===== src/shared/adcc_pkg.sv =====
// shared constants for the converter control block
package adcc_pkg;
  // clock and timing
  localparam int unsigned CLK_MHZ     = 200;
  localparam int unsigned FRC_MAX_KHZ = 500;
  localparam int unsigned FRC_MIN_CYC = (CLK_MHZ * 1000 + FRC_MAX_KHZ - 1) / FRC_MAX_KHZ;
  localparam int unsigned FRC_GAP_W   = $clog2(FRC_MIN_CYC + 1);
  localparam int unsigned ABORT_TAD   = 2;
  localparam int unsigned RES_BITS    = 10;
  // register indices
  localparam logic [2:0] ADDR_CTRL0  = 3'h0;
  localparam logic [2:0] ADDR_CTRL1  = 3'h1;
  localparam logic [2:0] ADDR_RES_HI = 3'h2;
  localparam logic [2:0] ADDR_RES_LO = 3'h3;
  localparam logic [2:0] ADDR_STATUS = 3'h4;
  // field positions
  localparam int unsigned C0_JUSTIFY = 7;
  localparam int unsigned C0_REF     = 6;
  localparam int unsigned C0_CHAN_HI = 5;
  localparam int unsigned C0_CHAN_LO = 2;
  localparam int unsigned C0_GO      = 1;
  localparam int unsigned C0_EN      = 0;
  localparam int unsigned C1_CLK_HI  = 6;
  localparam int unsigned C1_CLK_LO  = 4;
  localparam int unsigned ST_DONE    = 0;
  // reset values
  localparam logic [7:0] CTRL0_RST = 8'h00;
  localparam logic [7:0] CTRL1_RST = 8'h00;
  // conversion clock select codes and divider terminal counts
  localparam logic [2:0] CLK_DIV2  = 3'h0;
  localparam logic [2:0] CLK_DIV8  = 3'h1;
  localparam logic [2:0] CLK_DIV32 = 3'h2;
  localparam logic [2:0] CLK_DIV4  = 3'h4;
  localparam logic [2:0] CLK_DIV16 = 3'h5;
  localparam logic [2:0] CLK_DIV64 = 3'h6;
  localparam logic [1:0] CLK_FRC   = 2'h3;
  localparam logic [5:0] LAST_DIV2  = 6'h01;
  localparam logic [5:0] LAST_DIV4  = 6'h03;
  localparam logic [5:0] LAST_DIV8  = 6'h07;
  localparam logic [5:0] LAST_DIV16 = 6'h0F;
  localparam logic [5:0] LAST_DIV32 = 6'h1F;
  localparam logic [5:0] LAST_DIV64 = 6'h3F;
  // sequencer states
  typedef enum logic [2:0] {
    ST_IDLE = 3'b001,
    ST_CONV = 3'b010,
    ST_HOLD = 3'b100
  } adcc_state_t;
endpackage : adcc_pkg


===== src/rtl/adcc_tad_div.sv =====
// conversion clock period enable generator
`timescale 1ns/100ps
module adcc_tad_div (
  input  wire logic       clk_sys,  // system clock
  input  wire logic       rst,      // async reset
  input  wire logic       run,      // converter powered
  input  wire logic [2:0] clk_sel,  // conversion clock select
  input  wire logic       frc_edge, // qualified dedicated osc edge
  output logic            tad_tick  // one pulse per period
);
  logic [5:0] cnt_r;
  logic [5:0] last;

  // terminal count per divider code
  always_comb
  begin
    unique case (clk_sel)
      adcc_pkg::CLK_DIV2:  last = adcc_pkg::LAST_DIV2;
      adcc_pkg::CLK_DIV4:  last = adcc_pkg::LAST_DIV4;
      adcc_pkg::CLK_DIV8:  last = adcc_pkg::LAST_DIV8;
      adcc_pkg::CLK_DIV16: last = adcc_pkg::LAST_DIV16;
      adcc_pkg::CLK_DIV32: last = adcc_pkg::LAST_DIV32;
      adcc_pkg::CLK_DIV64: last = adcc_pkg::LAST_DIV64;
      default:             last = adcc_pkg::LAST_DIV2; // frc codes, unused
    endcase
  end

  // divide or pass the dedicated oscillator through
  always_ff @(posedge clk_sys or posedge rst)
  begin
    if (rst)
    begin
      cnt_r    <= 6'h00;
      tad_tick <= 1'b0;
    end
    else if (!run)
    begin
      cnt_r    <= 6'h00;
      tad_tick <= 1'b0;
    end
    else if (clk_sel[1:0] == adcc_pkg::CLK_FRC)
    begin
      cnt_r    <= 6'h00;
      tad_tick <= frc_edge;
    end
    else if (cnt_r >= last)
    begin
      cnt_r    <= 6'h00;
      tad_tick <= 1'b1;
    end
    else
    begin
      cnt_r    <= cnt_r + 6'h01;
      tad_tick <= 1'b0;
    end
  end
endmodule : adcc_tad_div


===== src/rtl/adcc_ctrl.sv =====
// converter control, sequencer and result registers
//
// Functional notes
// - justify bit set gives right justified result, clear gives left justified
// - reference bit set selects external reference pin, clear selects supply
// - channel codes 0-11 pick inputs, 12 comparator reference, 13 fixed 0.6 V
// - writing one to the status bit starts a conversion
// - hardware clears the status bit when the conversion ends
// - status bit reads one during a conversion, zero otherwise
// - enable bit powers the converter; clear means off and no current
// - clock field divides by 2,8,32,4,16,64 or picks dedicated oscillator
// - dedicated oscillator edges accepted no faster than 500 kHz
// - left format: bits 9-2 in high byte, bits 1-0 in low byte 7-6
// - right format: bits 9-8 in high byte 1-0, bits 7-0 in low byte
// - unused control 1 bits ignore writes and read zero
// - control registers reset to zero; result bytes keep contents
// - done flag set at every conversion end; software clears it
// - abort keeps old result, then 2 periods before acquisition resumes
// - special event trigger sets the status bit and starts a conversion
`timescale 1ns/100ps
module adcc_ctrl (
  input  wire logic       clk_sys,         // system clock
  input  wire logic       rst,             // async reset
  input  wire logic [2:0] reg_addr,        // register index
  input  wire logic [7:0] reg_wdata,       // write data
  input  wire logic       reg_wr,          // write strobe
  input  wire logic       reg_rd,          // read strobe
  output logic      [7:0] reg_rdata,       // read data, next cycle
  input  wire logic       special_trig,    // compare unit event pulse
  input  wire logic       frc_osc_in,      // dedicated oscillator pin
  input  wire logic       cmp_in,          // comparator: input >= trial
  output logic            afe_enable,      // converter power
  output logic            afe_ref_ext,     // external reference select
  output logic      [3:0] afe_channel,     // mux channel
  output logic            afe_sample,      // sampling switch closed
  output logic      [9:0] dac_code,        // trial code to comparator
  output logic            conv_done_flag   // sticky completion flag
);
  adcc_pkg::adcc_state_t state_r;
  logic       justify_r;
  logic       ref_r;
  logic [3:0] chan_r;
  logic       go_r;
  logic       en_r;
  logic [2:0] clksel_r;
  logic [7:0] res_hi_r;
  logic [7:0] res_lo_r;
  logic [3:0] bit_cnt_r;
  logic [1:0] hold_cnt_r;
  logic       frc_s1_r;
  logic       frc_s2_r;
  logic       frc_s3_r;
  logic       frc_edge_r;
  logic [adcc_pkg::FRC_GAP_W-1:0] frc_gap_r;
  logic       cmp_s1_r;
  logic       tad_tick;
  logic       wr_c0;
  logic       en_nxt;
  logic       start;
  logic       abort;
  logic       done;
  logic [9:0] mask;
  logic [9:0] sar_dec;
  logic [7:0] hi_nxt;
  logic [7:0] lo_nxt;

  // write decode and sequencer events
  assign wr_c0  = reg_wr && (reg_addr == adcc_pkg::ADDR_CTRL0);
  assign en_nxt = wr_c0 ? reg_wdata[adcc_pkg::C0_EN] : en_r;
  assign start  = (state_r == adcc_pkg::ST_IDLE) && en_nxt
                  && ((wr_c0 && reg_wdata[adcc_pkg::C0_GO]) || special_trig);
  assign abort  = (state_r == adcc_pkg::ST_CONV)
                  && ((wr_c0 && !reg_wdata[adcc_pkg::C0_GO]) || !en_nxt);
  assign done   = (state_r == adcc_pkg::ST_CONV) && tad_tick && !abort
                  && (bit_cnt_r == 4'(adcc_pkg::RES_BITS));

  // successive approximation decision on the current trial bit
  // comparator only answers our own registered trial code, so one retiming
  // stage is enough; two stages would miss the two-cycle fastest period
  assign mask    = 10'h200 >> (bit_cnt_r - 4'h1);
  assign sar_dec = cmp_s1_r ? dac_code : (dac_code & ~mask);

  // result placement by format
  assign hi_nxt = justify_r ? {6'h00, sar_dec[9:8]} : sar_dec[9:2];
  assign lo_nxt = justify_r ? sar_dec[7:0] : {sar_dec[1:0], 6'h00};

  // conversion clock period enable
  adcc_tad_div adcc_tad_div_i (
    .clk_sys  (clk_sys),
    .rst      (rst),
    .run      (en_r),
    .clk_sel  (clksel_r),
    .frc_edge (frc_edge_r),
    .tad_tick (tad_tick)
  );

  // oscillator pin synchroniser and comparator retiming
  always_ff @(posedge clk_sys or posedge rst)
  begin
    if (rst)
    begin
      frc_s1_r <= 1'b0;
      frc_s2_r <= 1'b0;
      frc_s3_r <= 1'b0;
      cmp_s1_r <= 1'b0;
    end
    else
    begin
      frc_s1_r <= frc_osc_in;
      frc_s2_r <= frc_s1_r;
      frc_s3_r <= frc_s2_r;
      cmp_s1_r <= cmp_in; // read by the decision one cycle later
    end
  end

  // dedicated oscillator edge qualifier, rate limited
  always_ff @(posedge clk_sys or posedge rst)
  begin
    if (rst)
    begin
      frc_gap_r  <= '0;
      frc_edge_r <= 1'b0;
    end
    else if (frc_s2_r && !frc_s3_r && (frc_gap_r >= adcc_pkg::FRC_GAP_W'(adcc_pkg::FRC_MIN_CYC - 1)))
    begin
      frc_gap_r  <= '0;
      frc_edge_r <= 1'b1;
    end
    else
    begin
      if (frc_gap_r < adcc_pkg::FRC_GAP_W'(adcc_pkg::FRC_MIN_CYC - 1))
        frc_gap_r <= frc_gap_r + 1'b1;
      frc_edge_r <= 1'b0;
    end
  end

  // control register 0 fields
  always_ff @(posedge clk_sys or posedge rst)
  begin
    if (rst)
    begin
      justify_r <= adcc_pkg::CTRL0_RST[adcc_pkg::C0_JUSTIFY];
      ref_r     <= adcc_pkg::CTRL0_RST[adcc_pkg::C0_REF];
      chan_r    <= adcc_pkg::CTRL0_RST[adcc_pkg::C0_CHAN_HI:adcc_pkg::C0_CHAN_LO];
      en_r      <= adcc_pkg::CTRL0_RST[adcc_pkg::C0_EN];
    end
    else if (wr_c0)
    begin
      justify_r <= reg_wdata[adcc_pkg::C0_JUSTIFY];
      ref_r     <= reg_wdata[adcc_pkg::C0_REF];
      chan_r    <= reg_wdata[adcc_pkg::C0_CHAN_HI:adcc_pkg::C0_CHAN_LO];
      en_r      <= reg_wdata[adcc_pkg::C0_EN];
    end
  end

  // control register 1, only the clock field is stored
  always_ff @(posedge clk_sys or posedge rst)
  begin
    if (rst)
      clksel_r <= adcc_pkg::CTRL1_RST[adcc_pkg::C1_CLK_HI:adcc_pkg::C1_CLK_LO];
    else if (reg_wr && (reg_addr == adcc_pkg::ADDR_CTRL1))
      clksel_r <= reg_wdata[adcc_pkg::C1_CLK_HI:adcc_pkg::C1_CLK_LO];
  end

  // status bit: set on start, cleared by hardware at end or abort
  always_ff @(posedge clk_sys or posedge rst)
  begin
    if (rst)
      go_r <= adcc_pkg::CTRL0_RST[adcc_pkg::C0_GO];
    else if (start)
      go_r <= 1'b1;
    else if (done || abort)
      go_r <= 1'b0;
  end

  // sequencer state
  always_ff @(posedge clk_sys or posedge rst)
  begin
    if (rst)
      state_r <= adcc_pkg::ST_IDLE;
    else
    begin
      unique case (state_r)
        adcc_pkg::ST_IDLE:
          if (start)
            state_r <= adcc_pkg::ST_CONV;
        adcc_pkg::ST_CONV:
          if (abort)
            state_r <= en_nxt ? adcc_pkg::ST_HOLD : adcc_pkg::ST_IDLE;
          else if (done)
            state_r <= adcc_pkg::ST_IDLE;
        adcc_pkg::ST_HOLD:
          if (!en_r || (tad_tick && hold_cnt_r == 2'(adcc_pkg::ABORT_TAD - 1)))
            state_r <= adcc_pkg::ST_IDLE;
        default:
          state_r <= adcc_pkg::ST_IDLE;
      endcase
    end
  end

  // holdoff period counter after abort
  always_ff @(posedge clk_sys or posedge rst)
  begin
    if (rst)
      hold_cnt_r <= 2'h0;
    else if (state_r != adcc_pkg::ST_HOLD)
      hold_cnt_r <= 2'h0;
    else if (tad_tick)
      hold_cnt_r <= hold_cnt_r + 2'h1;
  end

  // bit counter and trial code
  always_ff @(posedge clk_sys or posedge rst)
  begin
    if (rst)
    begin
      bit_cnt_r <= 4'h0;
      dac_code  <= 10'h000;
    end
    else if (start)
    begin
      bit_cnt_r <= 4'h0;
      dac_code  <= 10'h200;
    end
    else if ((state_r == adcc_pkg::ST_CONV) && tad_tick && !done)
    begin
      bit_cnt_r <= bit_cnt_r + 4'h1;
      if (bit_cnt_r != 4'h0)
        dac_code <= sar_dec | (mask >> 1);
    end
  end

  // result bytes: no reset, both written in one cycle at completion
  always_ff @(posedge clk_sys)
  begin
    if (done)
    begin
      res_hi_r <= hi_nxt;
      res_lo_r <= lo_nxt;
    end
    else if (reg_wr && (reg_addr == adcc_pkg::ADDR_RES_HI))
      res_hi_r <= reg_wdata;
    else if (reg_wr && (reg_addr == adcc_pkg::ADDR_RES_LO))
      res_lo_r <= reg_wdata;
  end

  // done flag: set wins over write-one-to-clear
  always_ff @(posedge clk_sys or posedge rst)
  begin
    if (rst)
      conv_done_flag <= 1'b0;
    else if (done)
      conv_done_flag <= 1'b1;
    else if (reg_wr && (reg_addr == adcc_pkg::ADDR_STATUS) && reg_wdata[adcc_pkg::ST_DONE])
      conv_done_flag <= 1'b0;
  end

  // front end controls
  always_ff @(posedge clk_sys or posedge rst)
  begin
    if (rst)
    begin
      afe_enable  <= 1'b0;
      afe_ref_ext <= 1'b0;
      afe_channel <= 4'h0;
      afe_sample  <= 1'b0;
    end
    else
    begin
      afe_enable  <= en_r;
      afe_ref_ext <= ref_r;
      afe_channel <= chan_r;
      afe_sample  <= en_r && (state_r == adcc_pkg::ST_IDLE) && !start;
    end
  end

  // registered read data, zero outside the read answer
  always_ff @(posedge clk_sys or posedge rst)
  begin
    if (rst)
      reg_rdata <= 8'h00;
    else if (!reg_rd)
      reg_rdata <= 8'h00;
    else
    begin
      unique case (reg_addr)
        adcc_pkg::ADDR_CTRL0:  reg_rdata <= {justify_r, ref_r, chan_r, go_r, en_r};
        adcc_pkg::ADDR_CTRL1:  reg_rdata <= {1'b0, clksel_r, 4'h0};
        adcc_pkg::ADDR_RES_HI: reg_rdata <= res_hi_r;
        adcc_pkg::ADDR_RES_LO: reg_rdata <= res_lo_r;
        adcc_pkg::ADDR_STATUS: reg_rdata <= {7'h00, conv_done_flag};
        default:               reg_rdata <= 8'h00;
      endcase
    end
  end
endmodule : adcc_ctrl


===== config.mk =====
export PLATFORM = sky130hd
export DESIGN_NAME = adcc_ctrl
export DESIGN_NICKNAME = d
export VERILOG_FILES = /design/src/shared/adcc_pkg.sv /design/src/rtl/adcc_tad_div.sv /design/src/rtl/adcc_ctrl.sv
export SDC_FILE = /design/constraint.sdc
export NUM_CORES = 1
export LEC_CHECK = 0
export BUFFER_PORTS_ARGS = -buffer_cell sky130_fd_sc_hd__buf_4
export CORE_MARGIN = 1
export CORE_UTILIZATION = 50
export DETAILED_ROUTE_END_ITERATION = 7
export GPL_TIMING_DRIVEN = 0
export PLACE_DENSITY = 0.73
export SYNTH_ARGS = -nofsm -noshare
export SYNTH_HDL_FRONTEND = slang
export SYNTH_SLANG_ARGS = --single-unit

===== constraint.sdc =====
create_clock -name clk_sys -period 2.45 [get_ports clk_sys]
set_input_delay 0.1225 -clock clk_sys [delete_from_list [all_inputs] [get_ports clk_sys]]
set_output_delay 0.1225 -clock clk_sys [all_outputs]
set_load 0.05 [all_outputs]

**Word level (Yosys, flattened, before mapping)**

Cells that the tools add are included.

- Add/sub/neg operators: 5
- Shift operators: 1
- $mul: 0
- Reductions and logical operators: 44
- $lt $le $gt $ge: 3
- Divide/modulo/power cells: 0
- Bitwise gates (word level): 3
- Eq/ne operators: 20
- Muxes and demuxes: 38

Operators with widths:

| cell | count |
|---|---|
| 8-bit two-way mux | 8 |
| 10-bit two-way mux | 4 |
| 8-bit one-hot mux with 5 select lines | 1 |
| 6-bit one-hot mux with 5 select lines | 1 |
| 1-bit logical AND | 20 |
| 6-bit two-way mux | 3 |
| 9-bit two-way mux | 2 |
| 2-bit nonzero test | 8 |
| 3-bit == test, second input constant | 5 |
| 3-bit two-way mux | 5 |
| 3-bit by 2-bit == test with 1-bit output, second input constant | 4 |
| 10-bit AND | 1 |
| 10-bit NOT | 1 |
| 10-bit by 9-bit bitwise OR with 10-bit output | 1 |
| 10-bit by 4-bit >> shifter with 10-bit output, first input constant | 1 |
| 9-bit by 1-bit adder with 9-bit output, second input constant | 1 |
| 3-bit by 1-bit == test with 1-bit output, second input constant | 3 |
| 9-bit >= comparator, second input constant | 1 |
| 9-bit < comparator, second input constant | 1 |
| 1-bit two-way mux | 9 |
| 3-bit one-hot mux with 3 select lines | 1 |
| 4-bit two-way mux | 2 |
| 1-bit zero test | 7 |
| 6-bit by 1-bit adder with 6-bit output, second input constant | 1 |
| other kinds (15) | 23 |

- RAM bits: 0
- ROM bits: 0
- Memories: 0
- Register bits after elaboration: 83
- Latch bits: 0
- Output and inout bits: 26

**Logic depth before layout (Yosys ltp)**

Gate-level depths: netlist of the first run.

- Word-level depth: 13
- Gate-level depth with buffers: 9

**Cells and area by module**

A second synthesis of the first run with hierarchy kept.

- Cells, all modules: 387
- Area total of the unflattened synthesis: 4219.0 sq um

By module, submodules not included:

| module | instances | cells each | area an instance (sq um) |
|---|---|---|---|
| adcc_ctrl | 1 | 336 | 3717.3 |
| adcc_tad_div | 1 | 51 | 501.7 |

**Worst setup path after synthesis of the first run**

No wires, ideal clock.

- Kind: reg-to-reg
- From: register bit_cnt_r[0]
- To: register res_hi_r[1] (data pin)
- Slack: 40 ps
- Library setup time: 261 ps
- Cell stages (with the launch flop): 10
- Data required time: 2189 ps
- Buffers on the path: 2
- Data arrival time: 2150 ps
- Clock period less this slack: 2410 ps
- Path through: dfrtp_1 > buf_2 > inv_1 > ha_1 > ha_1 > buf_1 > and3b_1 > nand3_1 > a311o_1 > a2bb2oi_1

- Longest elaborated chain between the ends: 7
- Elaborated cells on any way between the ends: 9
- Classes of those cells: add/sub: 1; eq/ne: 1; shift: 1; mux: 3; bitwise: 2; reduce/logical: 1

Ends and longest elaborated chain:

| what | line | text |
|---|---|---|
| start, declared | adcc_ctrl.sv:48 | `logic [3:0] bit_cnt_r;` |
| start signal, assigned | adcc_ctrl.sv:227 | `bit_cnt_r <= bit_cnt_r + 4'h1;` |
| 4-bit by 1-bit subtractor with 4-bit output | adcc_ctrl.sv:80 | `assign mask = 10'h200 >> (bit_cnt_r - 4'h1);` |
| 10-bit by 4-bit >> shifter with 10-bit output | adcc_ctrl.sv:80 |  |
| 10-bit NOT | adcc_ctrl.sv:81 | `assign sar_dec = cmp_s1_r ? dac_code : (dac_code & ~mask);` |
| 10-bit AND | adcc_ctrl.sv:81 |  |
| 10-bit two-way mux | adcc_ctrl.sv:81 |  |
| 8-bit two-way mux | adcc_ctrl.sv:84 | `assign hi_nxt = justify_r ? {6'h00, sar_dec[9:8]} : sar_dec[9:2];` |
| 8-bit two-way mux (*) | adcc_ctrl.sv:236 | `if (done)` |
| end signal, assigned | adcc_ctrl.sv:238 | `res_hi_r <= hi_nxt;` |
| end signal, assigned | adcc_ctrl.sv:242 | `res_hi_r <= reg_wdata;` |
| end, declared | adcc_ctrl.sv:46 | `logic [7:0] res_hi_r;` |

Mark *: on every way between the ends. The rest lies on a longest branch, timed or not.
A chain may end at the register's enable or synchronous reset.

**Final worst setup path of the first run**

- From: register bit_cnt_r[1]
- To: register res_hi_r[1] (data pin)

Same word-level chain as after synthesis.

==> results.ini, run 1 <==
[power]
p_clk_share_pct=29.8
worst_ir_drop_vdd_uv=296
p_leak_uw=0.00212
share_seq_of_total_power_pct=47.1
sw_frac_of_total_pct=32.1
cellPowerDensity_nw_per_um2=687
switching_power_uw=1110
cell_internal_pwr_uw=2340
comb_power_share_pct=23.0

[sta]
finalHoldViolations=0
tightest_slew_ns=0.830
total_setup_violations_reported_at_the_end_of_the_flow=0
rsz0062_at_grt=no
slew_viol_final=0
relSlewSlack_pct=44.7
setup_total_negative_slack_ns=0
max_freq_mhz=428
finalCritPeriodShare_pct=95.4
fin_worst_skew_ns=0.00896
min_period_ns=2.34

[clocking]
insertion_delay_ns=0.35
ctsRootBufferMaster=sky130_fd_sc_hd__clkbuf_8
tritoncts_num_sinks=83
cts_buffers=9
cts_tree=built
h-tree-depth=3
max-clock-path-buffers=2
cts.reportedPaths.clkPinSlew_ns=0.09

[floorplanning]
die_w_um=94.3
fp.dieArea_sq_um=8890
io_pins=44
start_util_pct=51.8
chipHeight_um=94.3
row_count=33
core-area_sq_um=8220

[yosys]
yosys.cell_types.count=64
synth_area_leader_cell=sky130_fd_sc_hd__dfrtp_1
postSynthCellCount=385
ys_seq_elements=83
synthTopCellsByCount=sky130_fd_sc_hd__dfrtp_1 (66), sky130_fd_sc_hd__o21ai_0 (36), sky130_fd_sc_hd__nand2_1 (31), sky130_fd_sc_hd__nor2_1 (29), sky130_fd_sc_hd__inv_1 (18)
yosys_warnings=0
synth_fp_nets=419
synth.most_common_cell=sky130_fd_sc_hd__dfrtp_1
netlist_area_sq_um=4260
synth_edf_count=16
synth_area_per_cell_sq_um=11.1
dominantRegCellSynth=sky130_fd_sc_hd__dfrtp_1
async_s_r_ff_share_synth_pct=80.7
area_share_of_the_largest_cell_type_after_synthesis_pct=38.8
synth_sequential_area_ratio_pct=50.7
post_synth_main_area_contributors=sky130_fd_sc_hd__dfrtp_1 (39%), sky130_fd_sc_hd__edfxtp_1 (11%), sky130_fd_sc_hd__ha_1 (4.7%)

[global_route]
overflow=0
globalRouteTotalUtil_pct=22.3
grt_pass1_wl_um=15100
number_of_antenna_violations_at_the_first_check_in_global_routing=0
number_of_global_route_vias_before_repair=3070
largest_net_degree_at_the_start_of_global_routing=68

[worst_setup_path]
cp_data_arrival_time_ns=2.43
slowest_stage=sky130_fd_sc_hd__dfrtp_1
setup_cp_type=flop to flop
crit_chain=buf_4, inv_1, ha_1, ha_4, and3b_1, nand3_1, a311o_1, a2bb2oi_1
crit_path_end_kind=flop
crit_buf_inv=2
critical-path-max-stage-delay_ns=0.42
critical_path_required_time_ns=2.54
cp-start-kind=flop
crit_family=adder cells
critical_path_peak_fanout=9

[route]
detail_route.vias_per_cell=5.73
drt_drc_violations_left=0
detailed_router_s_first_iteration_violation_count=147
route.vias.total=3173
drt-total-wl_um=9130
drt-wirelength-per-cell_um=16.5
final_antenna_net_count=0
router_iterations_before_antenna_repair=4

[layout]
layout.core_utilization_pct=61.1
drive_above_1_share_pct=23.4
total_number_of_nets_in_the_final_design=478
synthToLayoutAreaGrowth_pct=18.0
antenna_cells=0
nFillCells=672

[placement]
post-dp-hpwl_um=6590
gp_congestion=0.969
buffer_ports.inserted=43

[flow_run]
maxCapViolations=0

[worst_hold_path]
hold_path.class=input pin to flop

[outcome]
run_status=finished, final reports clean

==> through the flow <==
stage          setup WS, ns  instance area [sq um]  cells  power [uW]  hold slack (ns)
2_1_floorplan        0.0397                   4260    385        2190            0.154
3_3_place_gp         -0.243                   4710    533        2400            0.232
3_5_place_dp         -0.293                   4710    533        2420            0.233
4_1_cts             0.00661                   4980    552        3450           0.0229
5_1_grt             0.00894                   5020    554        3640           0.0279
6_report              0.114                   5020    554        3450           0.0330
==> per-layer routing <==
metal | global-route usage (%) | up-vias | routed length, um
met5 | 0 | - | 0
met4 | 5.64 | 0 | 101
met3 | 3.72 | 10 | 397
met2 | 38.7 | 76 | 4570
met1 | 28.7 | 1549 | 4060
li1 | - | 1538 | -
==> flip-flops by register name (all words and copies together) (netlist names), 6 cells and up <==
| signal | cells |
|---|---|
| adcc_tad_div_i.cnt_r | 6 |
| frc_gap_r | 9 |
| dac_code | 10 |
| reg_rdata | 8 |
| res_hi_r | 8 |
| res_lo_r | 8 |
==> final cells by class <==
| class | count | area [sq um] | share of cell area (%) |
|---|---|---|---|
| clock buffer | 10 | 138 | 2.74 |
| sequential | 83 | 2160 | 43.0 |
| clock inverter | 6 | 72.6 | 1.45 |
| buffer | 13 | 72.6 | 1.45 |
| timing repair buffer | 50 | 385 | 7.68 |
| inverter | 18 | 70.1 | 1.40 |
| tap | 105 | 131 | 2.62 |
| multi-input combinational | 269 | 1990 | 39.7 |
==> power by group through the flow <==
stage                     registers (uW)  logic (uW)  clock network (uW)
after floorplan                     1750         434                   0
after global placement              1650         744                   0
after detailed placement            1660         757                   0
after CTS                           1630         772                1040
after global routing                1650         884                1110
final                               1630         795                1030
==> final timing paths <==
kind	startpoint	end	slack, ns	cells past startpoint
max	bit_cnt_r[1]	res_hi_r[1]	0.11	8
min	reg_wdata[3]	chan_r[1]	0.03	2
max reg2reg	bit_cnt_r[1]	res_hi_r[1]	0.11	8
min reg2reg	frc_s1_r	frc_s2_r	0.36	0
max in group asynchronous	rst	dac_code[1]	1.41	3
min in group asynchronous	rst	ref_r	0.49	3
==> repair_timing <==
item,4_1_cts,5_1_grt
endpoints found under the hold margin,69,0
hold buffers,4,0
endpoints found under the setup margin,21,17
resized for setup,6,3
buffers inserted,0,3
==> kinds of logic (layout without fill, tap and decap cells) <==
group | Yosys count | count (layout) | share of synthesized area [%]
fa+ha+maj | 16 | 16 | 4.70
simple gates | 108 | 108 | 13.3
compound gates | 101 | 101 | 16.3
buf+inv | 33 | 97 | 3.35
xor+xnor | 10 | 10 | 2.06
mux | 34 | 34 | 9.52
flops | 83 | 83 | 50.7
==> placed cells by master (no fill, tap or decap), types with 3 or more instances in the layout <==
cell	n
sky130_fd_sc_hd__o2111ai_1	3
sky130_fd_sc_hd__dlygate4sd3_1	4
sky130_fd_sc_hd__and3_1	3
sky130_fd_sc_hd__nor2_1	29
sky130_fd_sc_hd__a31oi_1	4
sky130_fd_sc_hd__edfxtp_1	16
sky130_fd_sc_hd__inv_1	17
sky130_fd_sc_hd__mux2i_1	14
sky130_fd_sc_hd__nand4_1	5
sky130_fd_sc_hd__a21oi_1	8
sky130_fd_sc_hd__nor2b_1	5
sky130_fd_sc_hd__mux2_2	15
sky130_fd_sc_hd__o211ai_1	3
sky130_fd_sc_hd__buf_4	49
sky130_fd_sc_hd__a22oi_1	6
sky130_fd_sc_hd__and2_1	4
sky130_fd_sc_hd__clkinvlp_4	3
sky130_fd_sc_hd__ha_1	15
sky130_fd_sc_hd__mux4_2	3
sky130_fd_sc_hd__o41a_1	3
sky130_fd_sc_hd__dfrtp_1	66
sky130_fd_sc_hd__xor2_1	6
sky130_fd_sc_hd__nand2_1	31
sky130_fd_sc_hd__o31ai_1	3
sky130_fd_sc_hd__xnor2_1	4
sky130_fd_sc_hd__nand3_1	6
sky130_fd_sc_hd__o21ai_0	35
sky130_fd_sc_hd__or3_1	5
sky130_fd_sc_hd__clkbuf_8	10
sky130_fd_sc_hd__a211oi_1	3
sky130_fd_sc_hd__clkbuf_1	4
sky130_fd_sc_hd__o2bb2ai_1	9
sky130_fd_sc_hd__buf_2	4
sky130_fd_sc_hd__nand2b_1	4
No activity file was read; power rests on OpenSTA's default activity.
==> run 2, diff against run 1 <==
--- a/config.mk
+++ b/config.mk
@@ -5,12 +5,12 @@
 export SDC_FILE = /design/constraint.sdc
 export NUM_CORES = 1
 export LEC_CHECK = 0
-export BUFFER_PORTS_ARGS = -buffer_cell sky130_fd_sc_hd__buf_4
 export CORE_MARGIN = 1
-export CORE_UTILIZATION = 50
+export CORE_UTILIZATION = 55
 export DETAILED_ROUTE_END_ITERATION = 7
+export DONT_BUFFER_PORTS = 1
 export GPL_TIMING_DRIVEN = 0
-export PLACE_DENSITY = 0.73
+export PLACE_DENSITY = 0.74
 export SYNTH_ARGS = -nofsm -noshare
 export SYNTH_HDL_FRONTEND = slang
 export SYNTH_SLANG_ARGS = --single-unit
==> run 2 against run 1 <==
Effect of this change: register-to-register slack lost 0.02 ns; flip-flop and latch count is the same; non-clock buffer count shrank 32; die area shrank 8.9%; global-route usage grew 1.5 points; clock power is essentially flat; via count shrank 4.2%; critical endpoint unchanged; largest cell class unchanged.
==> results.ini, run 2 (synthesis gave the netlist of run 1 again) <==
[global_route]
number_of_antenna_violations_at_the_first_check_in_global_routing=0  ; unchanged
number_of_global_route_vias_before_repair=3042  ; -0.91%
grt_pass1_wl_um=15200  ; +0.69%
largest_net_degree_at_the_start_of_global_routing=68  ; unchanged
overflow=0  ; unchanged
globalRouteTotalUtil_pct=23.8  ; +1.5 points

[route]
final_antenna_net_count=0  ; unchanged
drt_drc_violations_left=0  ; unchanged
detail_route.vias_per_cell=5.89  ; +2.8%
route.vias.total=3039  ; -4.2%
drt-total-wl_um=9050  ; -0.80%
detailed_router_s_first_iteration_violation_count=167  ; +14%
router_iterations_before_antenna_repair=4  ; unchanged
drt-wirelength-per-cell_um=17.5  ; +6.5%

[worst_setup_path]
slowest_stage=sky130_fd_sc_hd__dfrtp_2
timing.critical_path.depth=8  ; unchanged
reg2reg_path_depth=8  ; unchanged
crit_path_end_kind=flop
critical_path_peak_fanout=9  ; unchanged
crit_buf_inv=2  ; unchanged
cp_data_arrival_time_ns=2.45  ; +0.02 ns
crit_chain=buf_4, inv_1, ha_1, ha_4, and3b_1, nand3_1, a311o_1, a2bb2oi_1
cp-start-kind=flop
setup_cp_type=flop to flop
crit_family=adder cells
critical_path_required_time_ns=2.54  ; about the same
critical-path-max-stage-delay_ns=0.41  ; about the same

[sta]
relSlewSlack_pct=45.6  ; +0.95 points
total_setup_violations_reported_at_the_end_of_the_flow=0  ; unchanged
fin_worst_skew_ns=0.0150  ; +0.00602 ns
min_period_ns=2.36  ; +0.0193 ns
hold_slack_ns=0.0400  ; +0.00705 ns
max_freq_mhz=425  ; -0.82%
finalHoldViolations=0  ; unchanged
finalCritPeriodShare_pct=96.1  ; +0.79 points
rsz0062_at_grt=no
slew_viol_final=0  ; unchanged
tightest_slew_ns=0.815  ; -0.0143 ns

[layout]
antenna_cells=0  ; unchanged
synthToLayoutAreaGrowth_pct=12.7
nFillCells=567  ; -16%
drive_above_1_share_pct=14.6  ; -8.8 points
largest_reg_flops=10  ; unchanged
total_number_of_nets_in_the_final_design=446  ; -6.7%
layout.core_utilization_pct=65.1  ; +4.0 points
final_design_area_no_fill_sq_um=4800  ; -4.5%
commonest_non_fill_non_tap_cell_in_the_layout=sky130_fd_sc_hd__dfrtp_1
layout_top_registers=dac_code x10, frc_gap_r x9
max_flop_register=dac_code
mostFrequentLayoutCells=sky130_fd_sc_hd__dfrtp_1 (65), sky130_fd_sc_hd__o21ai_0 (35), sky130_fd_sc_hd__nand2_1 (31)

[power]
cellPowerDensity_nw_per_um2=705  ; +2.6%
p_leak_uw=0.00195  ; -7.8%
cell_internal_pwr_uw=2290  ; -2.1%
p_clk_share_pct=30.3  ; +0.5 points
share_seq_of_total_power_pct=51.8  ; +4.7 points
comb_power_share_pct=17.9  ; -5.1 points
worst_ir_drop_vdd_uv=387  ; +31%
switching_power_uw=1090  ; -1.7%
sw_frac_of_total_pct=32.2  ; +0.083 points

[clocking]
max-clock-path-buffers=2  ; unchanged
tritoncts_num_sinks=83  ; unchanged
cts.reportedPaths.clkPinSlew_ns=0.09  ; about the same
cts_buffers=9  ; unchanged
insertion_delay_ns=0.35  ; about the same
cts_tree=built
ctsRootBufferMaster=sky130_fd_sc_hd__clkbuf_8
h-tree-depth=3  ; unchanged

[placement]
area_after_detailed_placement_sq_um=4380  ; -7.0%
post-dp-hpwl_um=6320  ; -4.1%
gp_congestion=0.930  ; -4.0%
buffer_ports.inserted=0  ; -100%

[outcome]
run_status=finished, final reports clean

[floorplanning]
chipHeight_um=90.0  ; -4.6%
fp.dieArea_sq_um=8090  ; -8.9%
io_pins=44  ; unchanged
die_w_um=90.0  ; -4.6%
start_util_pct=57.8  ; +6.0 points
core-area_sq_um=7370  ; -10%
row_count=31  ; -6.1%

[flow_run]
maxCapViolations=0  ; unchanged

[worst_hold_path]
min_path_cells=2  ; unchanged
hold_path.class=input pin to flop

==> run 2: cell type report <==
type / count / area (sq um) / area share, %
Clock inverter: 6 / 68.8 / 1.43
Buffer: 14 / 76.3 / 1.59
Timing Repair Buffer: 17 / 168 / 3.50
Multi-Input combinational cell: 269 / 1990 / 41.5
Sequential cell: 83 / 2160 / 45.0
Inverter: 18 / 70.1 / 1.46
Tap cell: 99 / 124 / 2.58
Clock buffer: 10 / 138 / 2.87
==> run 2: worst paths after layout <==
check,start,to,slack (ns)
worst min-delay path,reg_wdata[1],res_hi_r[1],0.04
max in group asynchronous,rst,bit_cnt_r[1],1.45
worst min register to register,frc_s1_r,frc_s2_r,0.36
worst max register to register,bit_cnt_r[1],res_hi_r[1],0.09
min in group asynchronous,rst,adcc_tad_div_i.cnt_r[5],0.41
worst max-delay path,bit_cnt_r[1],res_hi_r[1],0.09
==> run 2: repair_timing <==
item | in CTS | in global routing
endpoints found under the setup margin | 21 | 17
cloned | 0 | 0
hold buffers | 16 | 0
resized for setup | 7 | 3
pin swaps | 0 | 0
endpoints found under the hold margin | 89 | 0
buffers inserted | 0 | 1
==> run 2: metal layers <==
metal  track usage (%)  part of all wire [%]  wire length (um)  vias up
met4              6.32                  0.64                58        0
met5                 0                     0                 0        -
met3              6.43                   5.3               481        4
met1              30.4                    43              3890     1487
li1                  -                     -                 -     1478
met2              40.3                    51              4620       70
==> run 2: stage by stage <==
stage	setup TNS, ns	worst slack, ns	std cells	power (uW)
2_1_floorplan	0	0.0397	385	2190
3_3_place_gp	-6.89	-0.245	484	2320
3_5_place_dp	-3.25	-0.298	484	2340
4_1_cts	0	0.0405	515	3390
5_1_grt	0	0.0267	516	3550
6_report	0	0.0944	516	3380
==> run 2: power by group through the flow <==
stage / clock [uW] / combinational [uW] / sequential [uW]
floorplan: 0 / 434 / 1750
global placement: 0 / 537 / 1780
detailed placement: 0 / 551 / 1790
CTS: 1040 / 592 / 1760
global route: 1100 / 675 / 1770
finish: 1020 / 606 / 1750
==> run 2: worst reg2reg max path: cells and delay by family, from the launching register on <==
kind	cells	cell delay, ns
buffers and inverters	2	0.25
and+or+nand+nor	2	0.32
AOI/OAI and AO/OA	2	0.55
DFF	1	0.41
adders and majority gates	2	0.58
